<file path="src/ipr_regs.vh">
`ifndef IPR_REGS_VH
`define IPR_REGS_VH

// Register byte offsets, one aligned 32-bit word each
`define IPR_OFF_EXT_INT1        12'h000
`define IPR_OFF_TMR4_OC4_OC3    12'h004
`define IPR_OFF_UART2_EXT2_TMR5 12'h008
`define IPR_OFF_SPI2            12'h00C
`define IPR_OFF_ICAP5_4_3       12'h010
`define IPR_OFF_OCMP5           12'h014
`define IPR_OFF_PARALLEL_PORT   12'h018

// Register index, matching the offset order above
`define IPR_IDX_EXT_INT1        3'h0
`define IPR_IDX_TMR4_OC4_OC3    3'h1
`define IPR_IDX_UART2_EXT2_TMR5 3'h2
`define IPR_IDX_SPI2            3'h3
`define IPR_IDX_ICAP5_4_3       3'h4
`define IPR_IDX_OCMP5           3'h5
`define IPR_IDX_PARALLEL_PORT   3'h6

// Number of priority fields and field width
`define IPR_NUM_FIELDS          15
`define IPR_PRIO_W              3
`define IPR_NUM_REGS            7

// Field reset pattern and disabled code
`define IPR_PRIO_RST            3'h4
`define IPR_PRIO_OFF            3'h0

// Field low bit positions inside their register
`define IPR_LSB_EXT_INT1        4'h0
`define IPR_LSB_TIMER4          4'hC
`define IPR_LSB_OCMP4           4'h8
`define IPR_LSB_OCMP3           4'h4
`define IPR_LSB_UART2_TX        4'hC
`define IPR_LSB_UART2_RX        4'h8
`define IPR_LSB_EXT_INT2        4'h4
`define IPR_LSB_TIMER5          4'h0
`define IPR_LSB_SPI2_EVENT      4'h4
`define IPR_LSB_SPI2_FAULT      4'h0
`define IPR_LSB_ICAP5           4'hC
`define IPR_LSB_ICAP4           4'h8
`define IPR_LSB_ICAP3           4'h4
`define IPR_LSB_OCMP5           4'h4
`define IPR_LSB_PARALLEL_PORT   4'h4

// Implemented bits and reset values per register
`define IPR_MASK_EXT_INT1       16'h0007
`define IPR_MASK_TMR4_OC4_OC3   16'h7770
`define IPR_MASK_UART2_EXT2_TMR5 16'h7777
`define IPR_MASK_SPI2           16'h0077
`define IPR_MASK_ICAP5_4_3      16'h7770
`define IPR_MASK_OCMP5          16'h0070
`define IPR_MASK_PARALLEL_PORT  16'h0070
`define IPR_RST_EXT_INT1        16'h0004
`define IPR_RST_TMR4_OC4_OC3    16'h4440
`define IPR_RST_UART2_EXT2_TMR5 16'h4444
`define IPR_RST_SPI2            16'h0044
`define IPR_RST_ICAP5_4_3       16'h4440
`define IPR_RST_OCMP5           16'h0040
`define IPR_RST_PARALLEL_PORT   16'h0040

`endif

</file>
<file path="src/ipr_top.v">
// The implementer's own choices: the register addresses and the APB slave port.
`timescale 1ns/1ps
`include "ipr_regs.vh"

module ipr_top
#(
	parameter ADDR_W = 12
)
(
	// Clock and reset
	input  wire                SYS_CLK,
	input  wire                SYS_RST,
	// APB slave side
	input  wire                PSEL,
	input  wire                PENABLE,
	input  wire                PWRITE,
	input  wire [ADDR_W-1:0]   PADDR,
	input  wire [31:0]         PWDATA,
	input  wire [3:0]          PSTRB,
	output wire                PREADY,
	output wire [31:0]         PRDATA,
	output wire                PSLVERR,
	// Source flags and gated requests
	input  wire [14:0]         SRC_FLAG,
	output wire [14:0]         SRC_REQ,
	// Priority codes to the arbitration logic
	output wire [2:0]          EXT_INT1_PRIO,
	output wire [2:0]          TIMER4_PRIO,
	output wire [2:0]          OCMP4_PRIO,
	output wire [2:0]          OCMP3_PRIO,
	output wire [2:0]          UART2_TX_PRIO,
	output wire [2:0]          UART2_RX_PRIO,
	output wire [2:0]          EXT_INT2_PRIO,
	output wire [2:0]          TIMER5_PRIO,
	output wire [2:0]          SPI2_EVENT_PRIO,
	output wire [2:0]          SPI2_FAULT_PRIO,
	output wire [2:0]          ICAP5_PRIO,
	output wire [2:0]          ICAP4_PRIO,
	output wire [2:0]          ICAP3_PRIO,
	output wire [2:0]          OCMP5_PRIO,
	output wire [2:0]          PARALLEL_PORT_PRIO
);

	// Register holding each field
	function [2:0] fld_reg;
		input [3:0] k;
		begin
			case (k)
				// External interrupt 1 word
				4'h0:    fld_reg = `IPR_IDX_EXT_INT1;
				// Timer 4 and compare 4, 3 word
				4'h1:    fld_reg = `IPR_IDX_TMR4_OC4_OC3;
				4'h2:    fld_reg = `IPR_IDX_TMR4_OC4_OC3;
				4'h3:    fld_reg = `IPR_IDX_TMR4_OC4_OC3;
				// Uart 2, external 2 and timer 5 word
				4'h4:    fld_reg = `IPR_IDX_UART2_EXT2_TMR5;
				4'h5:    fld_reg = `IPR_IDX_UART2_EXT2_TMR5;
				4'h6:    fld_reg = `IPR_IDX_UART2_EXT2_TMR5;
				4'h7:    fld_reg = `IPR_IDX_UART2_EXT2_TMR5;
				// Spi 2 word
				4'h8:    fld_reg = `IPR_IDX_SPI2;
				4'h9:    fld_reg = `IPR_IDX_SPI2;
				// Capture 5, 4, 3 word
				4'hA:    fld_reg = `IPR_IDX_ICAP5_4_3;
				4'hB:    fld_reg = `IPR_IDX_ICAP5_4_3;
				4'hC:    fld_reg = `IPR_IDX_ICAP5_4_3;
				// Compare 5 word
				4'hD:    fld_reg = `IPR_IDX_OCMP5;
				// Parallel port word
				default: fld_reg = `IPR_IDX_PARALLEL_PORT;
			endcase
		end
	endfunction

	// Low bit of each field inside its register
	function [3:0] fld_lsb;
		input [3:0] k;
		begin
			case (k)
				// External interrupt 1 word
				4'h0:    fld_lsb = `IPR_LSB_EXT_INT1;
				// Timer 4 and compare 4, 3 word
				4'h1:    fld_lsb = `IPR_LSB_TIMER4;
				4'h2:    fld_lsb = `IPR_LSB_OCMP4;
				4'h3:    fld_lsb = `IPR_LSB_OCMP3;
				// Uart 2, external 2 and timer 5 word
				4'h4:    fld_lsb = `IPR_LSB_UART2_TX;
				4'h5:    fld_lsb = `IPR_LSB_UART2_RX;
				4'h6:    fld_lsb = `IPR_LSB_EXT_INT2;
				4'h7:    fld_lsb = `IPR_LSB_TIMER5;
				// Spi 2 word
				4'h8:    fld_lsb = `IPR_LSB_SPI2_EVENT;
				4'h9:    fld_lsb = `IPR_LSB_SPI2_FAULT;
				// Capture 5, 4, 3 word
				4'hA:    fld_lsb = `IPR_LSB_ICAP5;
				4'hB:    fld_lsb = `IPR_LSB_ICAP4;
				4'hC:    fld_lsb = `IPR_LSB_ICAP3;
				// Compare 5 word
				4'hD:    fld_lsb = `IPR_LSB_OCMP5;
				// Parallel port word
				default: fld_lsb = `IPR_LSB_PARALLEL_PORT;
			endcase
		end
	endfunction

	// Address decode: bit 3 flags a mapped word, low bits the index
	function [3:0] addr_dec;
		input [ADDR_W-1:0] a;
		begin
			case (a)
				// External interrupt 1 word
				`IPR_OFF_EXT_INT1:        addr_dec = {1'b1, `IPR_IDX_EXT_INT1};
				// Timer 4 and compare 4, 3 word
				`IPR_OFF_TMR4_OC4_OC3:    addr_dec = {1'b1, `IPR_IDX_TMR4_OC4_OC3};
				// Uart 2, external 2 and timer 5 word
				`IPR_OFF_UART2_EXT2_TMR5: addr_dec = {1'b1, `IPR_IDX_UART2_EXT2_TMR5};
				// Spi 2 word
				`IPR_OFF_SPI2:            addr_dec = {1'b1, `IPR_IDX_SPI2};
				// Capture 5, 4, 3 word
				`IPR_OFF_ICAP5_4_3:       addr_dec = {1'b1, `IPR_IDX_ICAP5_4_3};
				// Compare 5 word
				`IPR_OFF_OCMP5:           addr_dec = {1'b1, `IPR_IDX_OCMP5};
				// Parallel port word
				`IPR_OFF_PARALLEL_PORT:   addr_dec = {1'b1, `IPR_IDX_PARALLEL_PORT};
				default:                  addr_dec = 4'h0;
			endcase
		end
	endfunction

	// Implemented bits of each register, the rest never stored or read
	function [15:0] reg_mask;
		input [2:0] ri;
		begin
			case (ri)
				// External interrupt 1 word
				`IPR_IDX_EXT_INT1:        reg_mask = `IPR_MASK_EXT_INT1;
				// Timer 4 and compare 4, 3 word
				`IPR_IDX_TMR4_OC4_OC3:    reg_mask = `IPR_MASK_TMR4_OC4_OC3;
				// Uart 2, external 2 and timer 5 word
				`IPR_IDX_UART2_EXT2_TMR5: reg_mask = `IPR_MASK_UART2_EXT2_TMR5;
				// Spi 2 word
				`IPR_IDX_SPI2:            reg_mask = `IPR_MASK_SPI2;
				// Capture 5, 4, 3 word
				`IPR_IDX_ICAP5_4_3:       reg_mask = `IPR_MASK_ICAP5_4_3;
				// Compare 5 word
				`IPR_IDX_OCMP5:           reg_mask = `IPR_MASK_OCMP5;
				// Parallel port word
				`IPR_IDX_PARALLEL_PORT:   reg_mask = `IPR_MASK_PARALLEL_PORT;
				default:                  reg_mask = 16'h0000;
			endcase
		end
	endfunction

	// Service level of a code, zero means the source is blocked
	function [2:0] prio_level;
		input [2:0] c;
		begin
			case (c)
				// Blocked source
				3'h0:    prio_level = `IPR_PRIO_OFF;
				// Lowest active level
				3'h1:    prio_level = 3'h1;
				// Level two
				3'h2:    prio_level = 3'h2;
				// Level three
				3'h3:    prio_level = 3'h3;
				// Level four, the reset default
				3'h4:    prio_level = 3'h4;
				// Level five
				3'h5:    prio_level = 3'h5;
				// Level six
				3'h6:    prio_level = 3'h6;
				// Highest level
				3'h7:    prio_level = 3'h7;
				default: prio_level = `IPR_PRIO_OFF;
			endcase
		end
	endfunction

	// Field store
	reg  [2:0]  prio_ff [0:`IPR_NUM_FIELDS-1];

	// Bus side state
	reg  [31:0] rdata_ff;
	reg  [31:0] nxt_rdata;
	reg         slverr_ff;

	// Decode and write strobes
	wire [3:0]  dec;
	wire        wr_acc;
	wire [15:0] wr_word;
	wire [6:0]  wr_lo;
	wire [6:0]  wr_hi;
	wire        setup_ph;
	wire        access_ph;
	integer     j;

	// Bus phases and decode of the current address
	assign dec       = addr_dec(PADDR);
	assign setup_ph  = PSEL & ~PENABLE;
	assign access_ph = PSEL & PENABLE;
	assign PREADY    = access_ph;
	assign PRDATA    = rdata_ff;
	assign PSLVERR   = slverr_ff & access_ph;

	// Mapped write in the access phase, unused bits dropped
	assign wr_acc    = access_ph & PWRITE & dec[3];
	assign wr_word   = PWDATA[15:0] & reg_mask(dec[2:0]);

	// Write strobes per register and byte lane
	genvar r;
	generate
		for (r = 0; r < `IPR_NUM_REGS; r = r + 1)
		begin : g_wen
			localparam [2:0] RK = r;
			// Low lane carries bits 7:0
			assign wr_lo[r] = wr_acc & (dec[2:0] == RK) & PSTRB[0];
			// High lane carries bits 15:8
			assign wr_hi[r] = wr_acc & (dec[2:0] == RK) & PSTRB[1];
		end
	endgenerate

	// Read word assembly, unused bits stay zero
	always @*
	begin
		nxt_rdata = 32'h0000_0000;
		// Place each field at its bit position
		for (j = 0; j < `IPR_NUM_FIELDS; j = j + 1)
		begin
			if (fld_reg(j[3:0]) == dec[2:0])
				nxt_rdata[fld_lsb(j[3:0]) +: 3] = prio_ff[j];
		end
		// Mask to implemented bits, zero off the map
		if (~dec[3])
			nxt_rdata = 32'h0000_0000;
		else
			nxt_rdata[15:0] = nxt_rdata[15:0] & reg_mask(dec[2:0]);
	end

	// Read data captured in the setup cycle, zero for a write
	always @(posedge SYS_CLK)
	begin
		if (SYS_RST)
			rdata_ff <= 32'h0000_0000;
		else if (setup_ph)
			rdata_ff <= PWRITE ? 32'h0000_0000 : nxt_rdata;
	end

	// Error for an unmapped word, shown in the access phase
	always @(posedge SYS_CLK)
	begin
		if (SYS_RST)
			slverr_ff <= 1'b0;
		else if (setup_ph)
			slverr_ff <= ~dec[3];
	end

	// One flop group per field, written through its byte lane
	genvar k;
	generate
		for (k = 0; k < `IPR_NUM_FIELDS; k = k + 1)
		begin : g_fld
			// Index, home register, lane and level of this field
			localparam [3:0] FK   = k;
			wire       [3:0] lsb  = fld_lsb(FK);
			wire       [2:0] home = fld_reg(FK);
			wire       [2:0] lvl  = prio_level(prio_ff[k]);
			wire             hit  = lsb[3] ? wr_hi[home] : wr_lo[home];
			// Reset to level four, load on a write to this lane
			always @(posedge SYS_CLK)
			begin
				if (SYS_RST)
					prio_ff[k] <= `IPR_PRIO_RST;
				else if (hit)
					prio_ff[k] <= wr_word[lsb +: 3];
			end
			// Zero code blocks the request whatever the flag says
			assign SRC_REQ[k] = SRC_FLAG[k] & (lvl != `IPR_PRIO_OFF);
		end
	endgenerate

	// Current priority codes for the arbitration logic

	// External interrupt 1 code
	assign EXT_INT1_PRIO      = prio_ff[0];

	// Timer 4 code
	assign TIMER4_PRIO        = prio_ff[1];

	// Compare 4 code
	assign OCMP4_PRIO         = prio_ff[2];

	// Compare 3 code
	assign OCMP3_PRIO         = prio_ff[3];

	// Uart 2 transmit code
	assign UART2_TX_PRIO      = prio_ff[4];

	// Uart 2 receive code
	assign UART2_RX_PRIO      = prio_ff[5];

	// External interrupt 2 code
	assign EXT_INT2_PRIO      = prio_ff[6];

	// Timer 5 code
	assign TIMER5_PRIO        = prio_ff[7];

	// Spi 2 event code
	assign SPI2_EVENT_PRIO    = prio_ff[8];

	// Spi 2 fault code
	assign SPI2_FAULT_PRIO    = prio_ff[9];

	// Capture 5 code
	assign ICAP5_PRIO         = prio_ff[10];

	// Capture 4 code
	assign ICAP4_PRIO         = prio_ff[11];

	// Capture 3 code
	assign ICAP3_PRIO         = prio_ff[12];

	// Compare 5 code
	assign OCMP5_PRIO         = prio_ff[13];

	// Parallel port code
	assign PARALLEL_PORT_PRIO = prio_ff[14];

endmodule // ipr_top

</file>
<file path="config.mk">
export PLATFORM = sky130hd
export DESIGN_NAME = ipr_top
export DESIGN_NICKNAME = d
export VERILOG_FILES = /design/src/ipr_top.v
export VERILOG_INCLUDE_DIRS = /design/src
export SDC_FILE = /design/constraint.sdc
export NUM_CORES = 1
export LEC_CHECK = 0
export BUFFER_PORTS_ARGS = -buffer_cell sky130_fd_sc_hd__buf_2
export CORE_ASPECT_RATIO = 0.9
export CORE_UTILIZATION = 49
export DETAILED_ROUTE_END_ITERATION = 6
export GPL_ROUTABILITY_DRIVEN = 0
export PLACE_DENSITY_LB_ADDON = 0.25
export REMOVE_ABC_BUFFERS = 1
export SETUP_SLACK_MARGIN = 0.3
export SYNTH_ARGS = -nofsm -noshare
export SYNTH_HDL_FRONTEND = slang
export SYNTH_SLANG_ARGS = --single-unit
</file>
<file path="constraint.sdc">
create_clock -name SYS_CLK -period 7.3 [get_ports SYS_CLK]
set_input_delay 1.825 -clock SYS_CLK [delete_from_list [all_inputs] [get_ports SYS_CLK]]
set_output_delay 1.825 -clock SYS_CLK [all_outputs]
set_load 0.02 [all_outputs]
</file>
==> results.cfg <==
[logic_synthesis]
ys_async_sr_fraction = 0
ys.flop_type = edfxtp_1
syn_area_per_cell_sq_um = 10.5
synthAdderAreaFrac = 0
yosys.area_share.simple = 0.215
ys_warn_count = 0
muxShareOfSynthArea = 0.0100
synth-xor-area-share = 0
synth_compound_area_frac = 0.185
synth_edf_count = 45
synth.distinct_cells = 44
synth_top_family_by_area = simple AND/OR/NAND/NOR gates
synth_seq_cells = 58
syn_area_sq_mm = 0.00312
yosysSeqAreaShare = 0.517
netlist_instances = 297

[detailed_routing]
viasPerCell = 5.64
dr_wl_met2_um = 3760
drc = 0
wl_met1_um = 3710
top_layer = met4
wl_met3_um = 648
ant_nets = 0
wl_per_cell_um = 16.5
drt_iter0_drc = 313
totalWireLength_um = 8280
dr.pass1.iters = 5
vias = 2829

[cts]
clk_latency_ns = 0.34
clkTransAtPathRegs_ns = 0.07
cts_made_buffers = 9
post_cts_buffers = 0
ctsResizeCount = 0
cts-hold-fix-buffers = 0
cts-root-buf = clkbuf_8
cts_tree = built
cts.sinks = 58
cts_buffer_depth = 2
htreeDepth = 3

[timing]
setup_viol = 0
fmaxAchievable_ghz = 0.222
fin_crit_ns = 4.50
relSlewSlack = 0.264
fin_setup_tns_ns = 0
slew_viol_final = 0
period_share = 0.616
fin_skew_ns = 0.00731
rsz0062_at_grt = false
layout_setup_ws_ns = 2.80
worstMarginPinSlew_ns = 1.10
final_hold_viol_count = 0

[grt]
grt_overflow = 0
grt_max_degree = 29
grt_pass1_wl_um = 12900
track_usage = 0.257
antenna_found_initial = 0
grt_pass1_vias = 2558

[cells_and_area]
drive_above_1_share = 0.340
final_area_sq_mm = 0.00391
diodes = 0
num-nets-final = 478
utilization = 0.640
syn_to_final_growth_pct = 25.5

[setup_path]
path_buf_inv = 1
worstSetupPathType = in -> reg
cp.arrival_ns = 4.46
crit_slowest_cell = o31ai_1
required_ns = 7.26
crit_family = simple AND/OR/NAND/NOR gates
path_cells = buf_2 -> or4_4 -> nor3_2 -> nand3_1 -> o31ai_1
worstSetupEndpointType = flip-flop
critPathMaxStageDelay_ns = 0.98
critPathLaunchType = input pin
worstPathMaxFanout = 11

[pwr]
leakage_nw = 1.60
power_density_mw_per_mm2 = 217
peakVddDrop_uv = 108

[outcome]
outcome = finished clean

[run]
maxCapViolCount = 0

[floorplan]
start_util = 0.510
core_sq_mm = 0.00611
ios = 162
die_area_sq_mm = 0.00669
die_w_um = 86.1
die_y_um = 77.7
placementRows = 27

[placement]
dp_worst_setup_slack_ns = 2.46
dp_hpwl_um = 6150
post_dp_cell_area_sq_mm = 0.00368
port_buffers = 119

[hold_path]
holdCritPathClass = reg -> reg
-- through the flow --
stage / std cells / hold WS (ns) / total power, mW
after global placement: 486 / 0.434 / 0.498
after detailed placement: 486 / 0.448 / 0.501
after CTS: 502 / 0.462 / 0.849
after floorplan: 280 / 0.511 / 0.452
final: 502 / 0.458 / 0.849
after global routing: 502 / 0.508 / 0.876
-- layer usage --
metal  up-vias  GRT usage
met2       172      0.388
met3        14     0.0447
li1       1324          -
met5         -          0
met1      1319      0.365
met4         0      0.108
-- worst paths after layout --
kind                  startpoint              to  slack [ns]  depth (start not counted)
hold / removal        PRDATA[14]      PRDATA[14]        0.46                          2
setup reg to reg  prio_ff[0][18]       PRDATA[4]        6.08                          4
setup / recovery        PADDR[7]  prio_ff[0][19]        2.80                          5
hold reg to reg       PRDATA[14]      PRDATA[14]        0.46                          2
-- area by class of cell --
cell class	instances	area [sq um]
clock buffer	10	128
clock inverter	6	105
fill	496	2200
inverter	3	11.3
multi-input combinational	219	1350
sequential	58	1610
tap	87	109
timing repair buffer	119	596
-- synth_stat cells, types with 3 or more instances --
| cell | n | area, sq um |
|---|---|---|
| a2bb2oi_1 | 6 | 52.6 |
| nand2_1 | 25 | 93.8 |
| and2_1 | 17 | 106 |
| o31ai_1 | 11 | 82.6 |
| nor3_1 | 14 | 70.1 |
| nand2b_1 | 8 | 50.1 |
| o31a_1 | 15 | 131 |
| and3_1 | 8 | 50.1 |
| nand3_1 | 11 | 55.1 |
| a22oi_1 | 7 | 52.6 |
| a22o_1 | 3 | 26.3 |
| nor2b_1 | 6 | 37.5 |
| o21ai_0 | 13 | 65.1 |
| nor4_1 | 5 | 31.3 |
| edfxtp_1 | 45 | 1350 |
| nor2_1 | 10 | 37.5 |
| a21oi_1 | 10 | 50.1 |
| buf_4 | 20 | 150 |
| or3_1 | 3 | 18.8 |
| dfxtp_1 | 13 | 260 |
| clkbuf_1 | 11 | 41.3 |
| nand4_1 | 3 | 18.8 |
| inv_1 | 3 | 11.3 |
| buf_1 | 3 | 11.3 |
-- placed cells by master, fill, tap and decap left out, types with 7 or more instances in the layout --
| master | netlist | final |
|---|---|---|
| a21oi_1 | 10 | 10 |
| nor2_1 | 10 | 10 |
| nand2_1 | 25 | 25 |
| nor3_1 | 14 | 14 |
| and3_1 | 8 | 8 |
| conb_1 | 1 | 20 |
| edfxtp_1 | 45 | 45 |
| nand3_1 | 11 | 11 |
| a22oi_1 | 7 | 7 |
| o21ai_0 | 13 | 13 |
| o31ai_1 | 11 | 11 |
| nand2b_1 | 8 | 8 |
| buf_2 | 2 | 119 |
| and2_1 | 17 | 17 |
| dfxtp_1 | 13 | 13 |
| o31a_1 | 15 | 15 |
| clkbuf_8 | 0 | 9 |
-- kinds of logic after synthesis --
kind of cell           after synthesis
multiplexers                         3
other                                1
flip-flops                          58
AO/OA/AOI/OAI                       77
AND/OR/NAND/NOR                    119
buffers and inverters               39
-- state kept, by name, summed over array words and instances (netlist names) --
| name | flops |
|---|---|
| prio_ff | 45 |
| PRDATA | 12 |
| slverr_ff | 1 |
-- power by group --
group | switching [mW] | total, mW | internal [mW]
Sequential | 0.0116 | 0.380 | 0.369
Clock | 0.129 | 0.354 | 0.225
Combinational | 0.0782 | 0.115 | 0.0372
-- worst min-delay path: cells and delay by family (launching register included) --
kind / cells / cell delay, ns
DFF: 1 / 0.33
and+or+nand+nor: 1 / 0.05
AOI/OAI and AO/OA: 1 / 0.05
No activity file was read; power rests on OpenSTA's default activity.
